File: config.mk
export PLATFORM = sky130hd
export DESIGN_NAME = ca_top
export DESIGN_NICKNAME = d
export VERILOG_FILES = /design/src/include/ca_pkg.sv /design/src/verilog/ca_top.sv /design/src/verilog/ca_ccm.sv
export SDC_FILE = /design/constraint.sdc
export NUM_CORES = 1
export LEC_CHECK = 0
export BUFFER_PORTS_ARGS = -buffer_cell sky130_fd_sc_hd__buf_2
export CAP_MARGIN = 0
export CORE_MARGIN = 2
export CORE_UTILIZATION = 51
export CTS_CLUSTER_DIAMETER = 50
export CTS_CLUSTER_SIZE = 24
export DETAILED_ROUTE_END_ITERATION = 8
export PLACE_DENSITY = 0.82
export SYNTH_ARGS = -nofsm -noshare
export SYNTH_HDL_FRONTEND = slang
export SYNTH_SLANG_ARGS = --single-unit
File: constraint.sdc
create_clock -name clk -period 2.17 [get_ports clk]
set_clock_uncertainty 0.05 [all_clocks]
set_input_delay 0.3255 -clock clk [delete_from_list [all_inputs] [get_ports clk]]
set_output_delay 0.3255 -clock clk [all_outputs]
set_load 0.02 [all_outputs]
File: src/include/ca_pkg.sv
// Shared constants and types of the counter array: counter width, clock source
// codes, divider limits and the module operating modes.
// Assumes one system clock domain and a synchronous active-high reset.
package ca_pkg;
   localparam int CA_CNT_W = 16;
   localparam int CA_NMOD = 3;
   localparam int CA_WD_MOD = 2;

   // Clock source select codes.
   localparam logic [2:0] CA_SEL_DIV12 = 3'h0;
   localparam logic [2:0] CA_SEL_DIV4 = 3'h1;
   localparam logic [2:0] CA_SEL_T0OVF = 3'h2;
   localparam logic [2:0] CA_SEL_CNTIN = 3'h3;
   localparam logic [2:0] CA_SEL_SYS = 3'h4;
   localparam logic [2:0] CA_SEL_EXT8 = 3'h5;

   // Divider terminal counts: a divide by N counts 0 to N-1.
   localparam logic [3:0] CA_DIV12_LAST = 4'hb;
   localparam logic [1:0] CA_DIV4_LAST = 2'h3;
   localparam logic [2:0] CA_EXT8_LAST = 3'h7;

   localparam logic [CA_CNT_W-1:0] CA_CNT_ZERO = 16'h0000;
   localparam logic [CA_CNT_W-1:0] CA_CNT_ONE = 16'h0001;
   localparam logic [CA_CNT_W-1:0] CA_CNT_ALL1 = 16'hffff;
   localparam logic [7:0] CA_BYTE_ZERO = 8'h00;

   // Watchdog window limit constant; the reference is the counter plus wd_limit in the upper byte.
   localparam logic [7:0] CA_WD_LIMIT_RST = 8'hff;

   typedef enum logic [2:0] {
      CA_MODE_OFF = 3'h0,
      CA_MODE_CAPTURE = 3'h1,
      CA_MODE_SWTIMER = 3'h2,
      CA_MODE_HSOUT = 3'h3,
      CA_MODE_PWM8 = 3'h4,
      CA_MODE_PWM16 = 3'h5,
      CA_MODE_FREQ = 3'h6
   } ca_mode_t;
endpackage : ca_pkg

File: src/verilog/ca_top.sv
// Counter array: shared 16-bit time base, clock source selection, three
// capture/compare modules and the module two watchdog.
// Assumes pin inputs are asynchronous, timer0_ovf is a one-cycle pulse on clk,
// and the pin crossbar outside routes the module pins and the count input.
// Notes on behaviour
// - One 16-bit time base shared by three modules.
// - Counter clock chosen from six sources.
// - Each module selects one of seven modes.
// - Pulse width modulation in 8 or 16 bits.
// - Module two can serve as watchdog.
// - Watchdog enabled by itself after every reset.
// - Module pins and count input face crossbar.
`timescale 1ns/10ps
module ca_top import ca_pkg::*; (
   input wire logic clk,
   input wire logic rst,
   input wire logic cnt_run,
   input wire logic [2:0] clk_sel,
   input wire logic timer0_ovf,
   input wire logic external_count_input,
   input wire logic ext_osc_clk,
   input wire logic [CA_NMOD-1:0][2:0] mod_mode,
   input wire logic [CA_NMOD-1:0][CA_CNT_W-1:0] mod_cmp,
   input wire logic [CA_NMOD-1:0] cap_rise,
   input wire logic [CA_NMOD-1:0] cap_fall,
   input wire logic [CA_NMOD-1:0] mod_in,
   input wire logic wd_disable,
   input wire logic wd_kick,
   input wire logic [7:0] wd_limit,
   output logic [CA_CNT_W-1:0] cnt_value,
   output logic cnt_ovf,
   output logic [CA_NMOD-1:0] mod_out,
   output logic [CA_NMOD-1:0] mod_out_oe,
   output logic [CA_NMOD-1:0] mod_match,
   output logic [CA_NMOD-1:0][CA_CNT_W-1:0] cap_value,
   output logic [CA_NMOD-1:0] cap_strobe,
   output logic wd_active,
   output logic wd_reset
);
   logic [CA_CNT_W-1:0] cnt_q;
   logic ovf_q;
   logic [3:0] div12_q;
   logic [1:0] div4_q;
   logic [2:0] ext8_q;
   logic cin_s1_q, cin_s2_q, cin_prev_q;
   logic eo_s1_q, eo_s2_q, eo_prev_q;
   logic [CA_NMOD-1:0] in_s1_q, in_s2_q;
   logic wd_en_q, wd_armed_q, wd_reset_q;
   logic [CA_CNT_W-1:0] wd_ref_q;

   // Asynchronous pins pass two flops; only the second stage is read.
   always_ff @(posedge clk) begin
      if (rst) begin
         cin_s1_q <= 1'b0;
         cin_s2_q <= 1'b0;
         cin_prev_q <= 1'b0;
         eo_s1_q <= 1'b0;
         eo_s2_q <= 1'b0;
         eo_prev_q <= 1'b0;
         in_s1_q <= '0;
         in_s2_q <= '0;
      end else begin
         cin_s1_q <= external_count_input;
         cin_s2_q <= cin_s1_q;
         cin_prev_q <= cin_s2_q;
         eo_s1_q <= ext_osc_clk;
         eo_s2_q <= eo_s1_q;
         eo_prev_q <= eo_s2_q;
         in_s1_q <= mod_in;
         in_s2_q <= in_s1_q;
      end
   end

   wire cin_rise = cin_s2_q & ~cin_prev_q;
   wire eo_rise = eo_s2_q & ~eo_prev_q;
   wire div12_tick = (div12_q == CA_DIV12_LAST);
   wire div4_tick = (div4_q == CA_DIV4_LAST);
   wire ext8_tick = eo_rise && (ext8_q == CA_EXT8_LAST);

   // The dividers run free so that switching the source never stalls them.
   always_ff @(posedge clk) begin
      if (rst) begin
         div12_q <= 4'h0;
         div4_q <= 2'h0;
         ext8_q <= 3'h0;
      end else begin
         div12_q <= div12_tick ? 4'h0 : div12_q + 4'h1;
         div4_q <= div4_q + 2'h1;
         if (eo_rise) begin
            ext8_q <= ext8_q + 3'h1;
         end
      end
   end

   // An external oscillator must stay below a quarter of clk to be seen.
   wire src_tick = (clk_sel == CA_SEL_DIV12) ? div12_tick :
                   (clk_sel == CA_SEL_DIV4) ? div4_tick :
                   (clk_sel == CA_SEL_T0OVF) ? timer0_ovf :
                   (clk_sel == CA_SEL_CNTIN) ? cin_rise :
                   (clk_sel == CA_SEL_SYS) ? 1'b1 :
                   (clk_sel == CA_SEL_EXT8) ? ext8_tick : 1'b0;
   wire tick = cnt_run && src_tick;

   always_ff @(posedge clk) begin
      if (rst) begin
         cnt_q <= CA_CNT_ZERO;
         ovf_q <= 1'b0;
      end else begin
         if (tick) begin
            cnt_q <= cnt_q + CA_CNT_ONE;
         end
         ovf_q <= tick && (cnt_q == CA_CNT_ALL1);
      end
   end

   // Module two yields to the watchdog; its user mode has no effect meanwhile.
   genvar i;
   generate
      for (i = 0; i < CA_NMOD; i++) begin : g_mod
         wire ca_mode_t mode_eff = (i == CA_WD_MOD && wd_en_q) ? CA_MODE_OFF : ca_mode_t'(mod_mode[i]);
         ca_ccm u_ccm (
            .clk(clk),
            .rst(rst),
            .tick(tick),
            .cnt(cnt_q),
            .mode(mode_eff),
            .cmp(mod_cmp[i]),
            .cap_rise(cap_rise[i]),
            .cap_fall(cap_fall[i]),
            .pin_in(in_s2_q[i]),
            .pin_out(mod_out[i]),
            .pin_oe(mod_out_oe[i]),
            .match(mod_match[i]),
            .cap_value(cap_value[i]),
            .cap_strobe(cap_strobe[i])
         );
      end
   endgenerate

   // The watchdog reference is counter plus limit in the upper byte; a kick
   // in the cycle of the hit reloads it and suppresses the reset request.
   wire wd_hit = wd_en_q && wd_armed_q && tick && (cnt_q == wd_ref_q) && !wd_kick;

   always_ff @(posedge clk) begin
      if (rst) begin
         wd_en_q <= 1'b1;
         wd_armed_q <= 1'b0;
         wd_ref_q <= CA_CNT_ZERO;
         wd_reset_q <= 1'b0;
      end else begin
         if (wd_disable) begin
            wd_en_q <= 1'b0;
         end
         if (wd_kick || !wd_armed_q) begin
            wd_armed_q <= 1'b1;
            wd_ref_q <= cnt_q + {wd_limit, CA_BYTE_ZERO};
         end
         wd_reset_q <= wd_hit;
      end
   end

   assign cnt_value = cnt_q;
   assign cnt_ovf = ovf_q;
   assign wd_active = wd_en_q;
   assign wd_reset = wd_reset_q;

   property p_wrap;
      @(posedge clk) disable iff (rst) tick && (cnt_q == CA_CNT_ALL1) |=> (cnt_q == CA_CNT_ZERO) && cnt_ovf;
   endproperty
   a_wrap: assert property (p_wrap) else $error("counter did not wrap to zero");

   property p_hold;
      @(posedge clk) disable iff (rst) !tick |=> $stable(cnt_q);
   endproperty
   a_hold: assert property (p_hold) else $error("counter moved without an event");

   property p_step;
      @(posedge clk) disable iff (rst) (clk_sel == CA_SEL_SYS) && cnt_run |=> cnt_q == $past(cnt_q) + CA_CNT_ONE;
   endproperty
   a_step: assert property (p_step) else $error("counter did not step on system clock");

   property p_div12;
      @(posedge clk) disable iff (rst) div12_tick |=> !div12_tick [*8] ##1 !div12_tick [*3] ##1 div12_tick;
   endproperty
   a_div12: assert property (p_div12) else $error("divide by twelve period wrong");

   property p_div4;
      @(posedge clk) disable iff (rst) div4_tick |=> !div4_tick [*3] ##1 div4_tick;
   endproperty
   a_div4: assert property (p_div4) else $error("divide by four period wrong");

   property p_wd_reset_on;
      @(posedge clk) $past(rst) && !rst |-> wd_active && !mod_out_oe[CA_WD_MOD];
   endproperty
   a_wd_reset_on: assert property (p_wd_reset_on) else $error("watchdog not enabled after reset");

   property p_wd_fire;
      @(posedge clk) disable iff (rst) wd_hit |=> wd_reset ##1 !wd_reset;
   endproperty
   a_wd_fire: assert property (p_wd_fire) else $error("watchdog reset request wrong");

   property p_wd_owns;
      @(posedge clk) disable iff (rst) wd_en_q && $past(wd_en_q) |-> !mod_out_oe[CA_WD_MOD] && !mod_match[CA_WD_MOD];
   endproperty
   a_wd_owns: assert property (p_wd_owns) else $error("module two active during watchdog");

   property p_ovf_pulse;
      @(posedge clk) disable iff (rst) cnt_ovf |=> !cnt_ovf;
   endproperty
   a_ovf_pulse: assert property (p_ovf_pulse) else $error("overflow pulse longer than one cycle");

   property p_wd_kick;
      @(posedge clk) disable iff (rst) wd_kick |=> wd_ref_q == $past(cnt_q) + {$past(wd_limit), CA_BYTE_ZERO};
   endproperty
   a_wd_kick: assert property (p_wd_kick) else $error("kick did not reload the watchdog window");

   // Disable is one-way so that a runaway program cannot re-enable it by accident.
   property p_wd_off;
      @(posedge clk) disable iff (rst) wd_disable |=> !wd_active;
   endproperty
   a_wd_off: assert property (p_wd_off) else $error("watchdog still active after disable");

   c_wrap: cover property (@(posedge clk) disable iff (rst) tick && (cnt_q == CA_CNT_ALL1));
   c_wd_fire: cover property (@(posedge clk) disable iff (rst) wd_reset);
   c_ext8: cover property (@(posedge clk) disable iff (rst) (clk_sel == CA_SEL_EXT8) && tick);
   c_cnt_in: cover property (@(posedge clk) disable iff (rst) (clk_sel == CA_SEL_CNTIN) && tick);
endmodule : ca_top

File: src/verilog/ca_ccm.sv
// One capture/compare module of the counter array.
// Assumes a synchronised pin input and a one-cycle counter tick from the parent.
`timescale 1ns/10ps
module ca_ccm import ca_pkg::*; (
   input wire logic clk,
   input wire logic rst,
   input wire logic tick,
   input wire logic [CA_CNT_W-1:0] cnt,
   input wire ca_mode_t mode,
   input wire logic [CA_CNT_W-1:0] cmp,
   input wire logic cap_rise,
   input wire logic cap_fall,
   input wire logic pin_in,
   output logic pin_out,
   output logic pin_oe,
   output logic match,
   output logic [CA_CNT_W-1:0] cap_value,
   output logic cap_strobe
);
   logic in_prev_q;
   logic out_q, out_d;
   logic oe_q, match_q, strobe_q;
   logic [CA_CNT_W-1:0] cap_q;
   logic [7:0] fq_q;
   wire edge_rise = pin_in & ~in_prev_q;
   wire edge_fall = ~pin_in & in_prev_q;
   wire cap_hit = (mode == CA_MODE_CAPTURE) && ((edge_rise && cap_rise) || (edge_fall && cap_fall));
   wire hit16 = tick && (cnt == cmp);
   wire hit8 = tick && (cnt[7:0] == fq_q);
   wire drives = (mode == CA_MODE_HSOUT) || (mode == CA_MODE_PWM8) ||
                 (mode == CA_MODE_PWM16) || (mode == CA_MODE_FREQ);
   wire match_d = ((mode == CA_MODE_SWTIMER) || (mode == CA_MODE_HSOUT)) && hit16;

   always_comb begin
      unique case (mode)
         CA_MODE_OFF, CA_MODE_CAPTURE, CA_MODE_SWTIMER: out_d = 1'b0;
         CA_MODE_HSOUT: out_d = out_q ^ hit16;
         CA_MODE_PWM8: out_d = cnt[7:0] < cmp[7:0];
         CA_MODE_PWM16: out_d = cnt < cmp;
         CA_MODE_FREQ: out_d = out_q ^ hit8;
         default: out_d = 1'b0;
      endcase
   end

   always_ff @(posedge clk) begin
      if (rst) begin
         in_prev_q <= 1'b0;
         out_q <= 1'b0;
         oe_q <= 1'b0;
         match_q <= 1'b0;
         strobe_q <= 1'b0;
      end else begin
         in_prev_q <= pin_in;
         out_q <= out_d;
         oe_q <= drives;
         match_q <= match_d;
         strobe_q <= cap_hit;
      end
   end

   // The frequency step sits in the upper compare byte; the lower byte seeds
   // the first toggle point whenever the module is outside that mode.
   always_ff @(posedge clk) begin
      if (rst) begin
         cap_q <= CA_CNT_ZERO;
         fq_q <= CA_BYTE_ZERO;
      end else begin
         if (cap_hit) begin
            cap_q <= cnt;
         end
         if (mode != CA_MODE_FREQ) begin
            fq_q <= cmp[7:0];
         end else if (hit8) begin
            fq_q <= fq_q + cmp[15:8];
         end
      end
   end

   assign pin_out = out_q;
   assign pin_oe = oe_q;
   assign match = match_q;
   assign cap_value = cap_q;
   assign cap_strobe = strobe_q;

   property p_capture;
      @(posedge clk) disable iff (rst) cap_hit |=> cap_strobe && (cap_value == $past(cnt));
   endproperty
   a_capture: assert property (p_capture) else $error("capture value or strobe wrong");

   property p_pwm16;
      @(posedge clk) disable iff (rst) (mode == CA_MODE_PWM16) |=> (pin_out == ($past(cnt) < $past(cmp)));
   endproperty
   a_pwm16: assert property (p_pwm16) else $error("16-bit pwm level wrong");

   property p_pwm8;
      @(posedge clk) disable iff (rst)
         (mode == CA_MODE_PWM8) |=> (pin_out == ($past(cnt[7:0]) < $past(cmp[7:0])));
   endproperty
   a_pwm8: assert property (p_pwm8) else $error("8-bit pwm level wrong");

   property p_hsout;
      @(posedge clk) disable iff (rst) (mode == CA_MODE_HSOUT) && hit16 |=> (pin_out != $past(pin_out)) && match;
   endproperty
   a_hsout: assert property (p_hsout) else $error("high speed output did not toggle");
endmodule : ca_ccm

# After elaboration in Yosys (flattened, before gate mapping)
# Index checks and enable logic that the tools add are counted.
# totals
register_bits,144
inputBits,85
output_inout_bits,79
word_cells,175
# classes
add_sub_neg,8
order_cmp,6
n_eq_ne,37
muxes,16
n_bitwise,22
n_reduce_logical,48
# op_table
op,count
16-bit == test,4
16-bit < comparator,3
8-bit two-way mux,6
"3-bit == test, second input constant",12
1-bit logical AND,25
8-bit adder,3
"3-bit by 2-bit == test with 1-bit output, second input constant",8
8-bit == test,3
8-bit < comparator,3
"16-bit by 1-bit adder with 16-bit output, second input constant",1
16-bit adder,1
"16-bit == test, second input constant",1
1-bit logical OR,16
"3-bit by 1-bit == test with 1-bit output, second input constant",4
1-bit case mux with 4 select lines,3
"3-bit inequality test, second input constant",3
1-bit bitwise AND,8
1-bit NOT,8
1-bit two-way mux,6
2-bit nonzero test,3
1-bit bitwise XOR,6
"4-bit by 1-bit adder with 4-bit output, second input constant",1
"4-bit == test, second input constant",1
"3-bit by 1-bit adder with 3-bit output, second input constant",1
6 further kinds,7

# Longest topological paths before layout
# depth
depth_word,13
ltp_mapped,9
mapped_depth_nobuf,9

# Hierarchy
# From an unflattened synthesis, not the netlist that was laid out.
# hier_totals
hier_cells,985
hier_area_um2,8645.8
# by_module_without_submodules
module,instances,cells_per_inst,area_each_um2
ca_ccm at g_mod[0].u_ccm ...,2,229,1961.9
ca_top,1,302,2731.4
ca_ccm at g_mod[1].u_ccm,1,225,1990.7

# Least setup slack after synthesis
# Ideal clock, no wire load.
# synth_path
path_type,reg-to-reg
from,"register cnt_q[0], in the netlist cnt_value[0]"
to,register g_mod[0].u_ccm.out_q
t_arrival_ns,2.326
required_ns,2.050
path_slack_ns,-0.276
stages_incl_launch_ff,9
synth_period_minus_slack_ns,2.446
path_cell_list,dfxtp_1 > buf_2 > inv_1 > ha_1 > nand3_1 > or4_1 > or4_1 > nand3_1 > o2bb2ai_1
# synth_between
elab_chain_cells,4
# synth_rtl
item,line_no,rtl
start: declaration,ca_top.sv:40,logic [CA_CNT_W-1:0] cnt_q;
start signal: assignment,ca_top.sv:110,cnt_q <= cnt_q + CA_CNT_ONE;
"parallel branches: the longest is 3 deep, another holds 16-bit < comparator",--,
1-bit case mux with 4 select lines (*),ca_ccm.sv:35,unique case (mode)
end signal: assignment,ca_ccm.sv:54,out_q <= out_d;
end: declaration,ca_ccm.sv:21,"logic out_q, out_d;"
# Every way passes the cells marked *.
# A chain may end at the register's enable or synchronous reset.

# Worst setup path after layout
# layout_path
from,"register cnt_q[10], in the netlist cnt_value[10]"
to,register g_mod[0].u_ccm.out_q
# layout_between
elab_chain_cells,4
# layout_rtl
item,line_no
"parallel branches: the longest is 3 deep, another holds 16-bit < comparator",--
1-bit case mux with 4 select lines (*),ca_ccm.sv:35
# Marked as above.

==> results by group <==
Run status
  – Status: finished, violations left
  – Failing checks: DRC, setup timing

Timing
  – # setup viols final: 5
  – Slew HR: 0.565
  – Achievable Freq: 427 MHz
  – Worst setup margin: -0.172 ns
  – Max-slew violations: 0
  – Tightest Pin Transition: 0.653 ns
  – Hold violation total from the final report: 0
  – Fin crit period: 2.34 ns
  – Setup TNS: -0.301 ns
  – Final Cycle Share: 1.08
  – RSZ-0062 raised after global routing: yes
  – Worst hold slack: 0.0431 ns

Worst setup path
  – Critical path peak fanout: 2
  – WP data required: 2.42 ns
  – Launching element type of the critical path: flop
  – Reg-to-reg endpoint: g_mod[0].u_ccm.pin_out
  – Critical Path Start: cnt_value[10]
  – Reg2Reg Setup Slack: -0.17 ns
  – Worst r2r src: cnt_value[10]
  – Arr. time, crit path: 2.59 ns
  – Reg2reg path depth: 8
  – Crit path to: g_mod[0].u_ccm.pin_out
  – CP Capture Type: flop
  – Crit path kind: flop to flop

CTS
  – CTS buffer count: 17
  – Root buffer cell: clkbuf_16
  – Clk_lat worst skew: 0.42 ns
  – H-tree depth: 4
  – Clk sink count: 144
  – Max clock buf depth: 2
  – Hold-fix buffers, CTS: 0
  – CTS tree: yes
  – Clock Pin Slew Worst Setup and Hold Paths: 0.06 ns

Logic synthesis
  – Yosys cell types: 65
  – Post-synthesis mux area share: 0.0662
  – Netlist Area Pre-Place: 8640 um2
  – Synthesis-stage register bit count: 144
  – Part of the Yosys area used for sequential elements: 0.334
  – Post-Syn Nets: 1,190
  – Avg Cell Area, Syn: 8.47 um2
  – Most used DFF post-synth: dfxtp_1
  – Simple-gate area share of the yosys netlist: 0.203
  – Synth Area in Compound Gates: 0.127
  – Synth Area in XOR/XNOR: 0.0750
  – Combinational family with the most area after synthesis: simple AND/OR/NAND/NOR gates
  – Post-Synth Adder-Cell Area: 0.127
  – Cell count after synthesis: 1,020
  – YS warnings: 0
  – Post-synth EDFFs: 0
  – Asr flop ratio synth: 0

Floorplan
  – Row cnt: 47
  – Starting density of the core: 0.521
  – Die area: 18,000 um2
  – Core area: 16,600 um2
  – IO Pins: 164
  – Die height: 134 um
  – Chip width: 134 um

Layout
  – Fill count: 1,190
  – N_diodes: 0
  – P&R area growth vs syn: 32.1%
  – Most common cell after layout, fill and taps aside: buf_2
  – Commonest cells after routing, fill and taps aside: buf_2 (162), dfxtp_1 (126), nor2_1 (106), buf_4 (89), nand2_1 (75)
  – Nets: 1,413
  – Layout cells sized above 1: 0.304

Detailed routing
  – Drt pass-1 iters: 9
  – Antenna Nets Post-Route: 0
  – Detailed-route wire length per cell: 19.4 um
  – Residual DRC count: 2
  – Initial DRC Count: 656
  – Vias: 8,620
  – Post-DR vias/cell: 5.84
  – Met3 WL post-DR: 2.78 mm
  – DR top layer: met4
  – Met2 WL: 13.5 mm
  – Metal-1 WL: 10.8 mm
  – Final wirelength: 28.6 mm

Pwr
  – Power Internal: 4790 uW
  – Clock Power Share: 0.424
  – Combinational fraction of design power: 0.157
  – Sequential power share: 0.418
  – LEAKAGE: 0.00525 uW
  – Sw Pwr: 1840 uW
  – Net Sw Frac: 0.278
  – VDD IR max: 0.000686 V
  – PwrDens: 581 nW/um2

Run
  – MaxCap Viol Count: 0

GRT
  – Total track usage: 0.297
  – First-pass GRT wire length: 42.0 mm
  – Initial antenna violation count: 0
  – Largest net degree at the start of global routing: 66
  – Vias in the first global route: 8,279
  – Grt total ovfl: 0

Hold path
  – HP Class: primary input to flop

Placement
  – Number of port buffers: 163
  – Hpwl dp: 19.2 mm
  – Post-place setup slack: -0.148 ns
  – Placer Congestion: 0.964
-- metal layers --
| metal | track usage | vias up |
|---|---|---|
| met5 | 0 | - |
| met4 | 0.150 | 0 |
| met3 | 0.0779 | 125 |
| met2 | 0.491 | 517 |
| met1 | 0.357 | 3996 |
| li1 | - | 3982 |
-- registers in the layout (all words and copies together) (netlist names), 2 cells and up --
name and flops:
in_s2_q 3, g_mod.u_ccm.pin_out 3, g_mod.u_ccm.pin_oe 3, g_mod.u_ccm.cap_value 48, g_mod.u_ccm.cap_strobe 3, cnt_value 16
g_mod.u_ccm.fq_q 24, div12_q 4, g_mod.u_ccm.match 3, div4_q 2, wd_ref_q 16, ext8_q 3
g_mod.u_ccm.in_prev_q 3, in_s1_q 3
-- power groups by stage --
stage / logic (uW) / clock network, uW / registers, uW
2_1_floorplan: 556 / 0 / 2820
3_5_place_dp: 890 / 0 / 2830
6_report: 1040 / 2810 / 2770
4_1_cts: 925 / 2820 / 2770
3_3_place_gp: 865 / 0 / 2830
5_1_grt: 1130 / 2940 / 2780
-- per-stage QoR --
step                      area [um2]  instances   util  power [uW]
after floorplan                 8690       1020      -        3380
after global placement         10200       1429  0.617        3690
after detailed placement       10200       1429  0.617        3720
after CTS                      10900       1462  0.656        6520
after global routing           11400       1476  0.688        6850
final                          11400       1476  0.688        6630
-- final cells by class --
class	instances	area, um2	share of cell area
Clock buffer	21	450	0.0395
Clock inverter	11	109	0.00954
Inverter	75	282	0.0247
Multi-Input combinational cell	736	5630	0.493
Sequential cell	144	2920	0.256
Tap cell	220	275	0.0241
Timing Repair Buffer	269	1750	0.153
-- worst min-delay path by stage --
stage                from        end  slack, ns  cells after the start
2_1_floorplan   div4_q[0]  div4_q[0]       0.35                      1
3_3_place_gp    div4_q[0]  div4_q[0]       0.36                      1
3_5_place_dp      eo_s1_q    eo_s2_q       0.37                      1
4_1_cts        wd_disable  wd_active       0.03                      2
5_1_grt        wd_disable  wd_active       0.05                      2
6_report       wd_disable  wd_active       0.04                      2
-- kinds of logic (layout without fill, tap and decap cells) --
group                      after synthesis  count (layout)
adders and majority gates               85              85
AOI/OAI and AO/OA                      168             169
muxes                                   57              57
xor gates and xnor gates                74              74
and+or+nand+nor                        351             351
buffers and inverters                  141             376
DFF                                    144             144
-- synth_stat cells (2+ instances only) --
| master | number | area (um2) |
|---|---|---|
| and3_1 | 7 | 43.8 |
| and4bb_1 | 2 | 25.0 |
| o31ai_1 | 3 | 22.5 |
| o211ai_1 | 8 | 60.1 |
| xnor2_1 | 49 | 429 |
| or2_2 | 4 | 25.0 |
| xor2_1 | 25 | 219 |
| and2_1 | 6 | 37.5 |
| nor4b_1 | 3 | 26.3 |
| nor2_2 | 2 | 12.5 |
| nand3_1 | 24 | 120 |
| a21oi_1 | 55 | 275 |
| or4_1 | 4 | 30.0 |
| nor2_1 | 107 | 402 |
| nand2b_1 | 6 | 37.5 |
| o21a_1 | 5 | 37.5 |
| nand3b_1 | 6 | 45.0 |
| o21bai_1 | 3 | 22.5 |
| o2111ai_1 | 3 | 26.3 |
| buf_4 | 14 | 105 |
| ha_1 | 81 | 1010 |
| clkbuf_1 | 33 | 124 |
| nor2b_1 | 30 | 188 |
| o221ai_1 | 2 | 17.5 |
| o21ai_0 | 34 | 170 |
| and3b_1 | 2 | 17.5 |
| buf_1 | 7 | 26.3 |
| mux2i_1 | 56 | 561 |
| nand4_1 | 21 | 131 |
| o22ai_1 | 2 | 12.5 |
| a21boi_0 | 2 | 15.0 |
| o32ai_1 | 3 | 26.3 |
| buf_2 | 12 | 60.1 |
| nand2_1 | 78 | 293 |
| nor4_1 | 17 | 106 |
| fa_1 | 4 | 80.1 |
| or3_1 | 6 | 37.5 |
| a31oi_1 | 3 | 18.8 |
| inv_1 | 74 | 278 |
| nor3_1 | 16 | 80.1 |
| a21o_1 | 16 | 120 |
| a211oi_1 | 5 | 37.5 |
| dfxtp_1 | 144 | 2880 |
| nor4_2 | 3 | 37.5 |
| a311oi_1 | 13 | 114 |
-- critical path, stage by stage (launching register included) --
cell       delay [ns]
dfxtp_2          0.36
ha_1             0.29
and3_4           0.18
nand4_1          0.17
or4_4            0.58
buf_6            0.14
o211ai_1         0.21
nand3_2          0.11
o2bb2ai_2        0.13
-- repair_timing --
| action | CTS | global route |
|---|---|---|
| hold endpoints to repair | 0 | 0 |
| gates cloned | 1 | 1 |
| resized for setup | 17 | 88 |
| setup endpoints to repair | 21 | 38 |
| pin swaps | 2 | 46 |
| buffers inserted | 0 | 13 |
No activity file was read; power rests on OpenSTA's default activity.
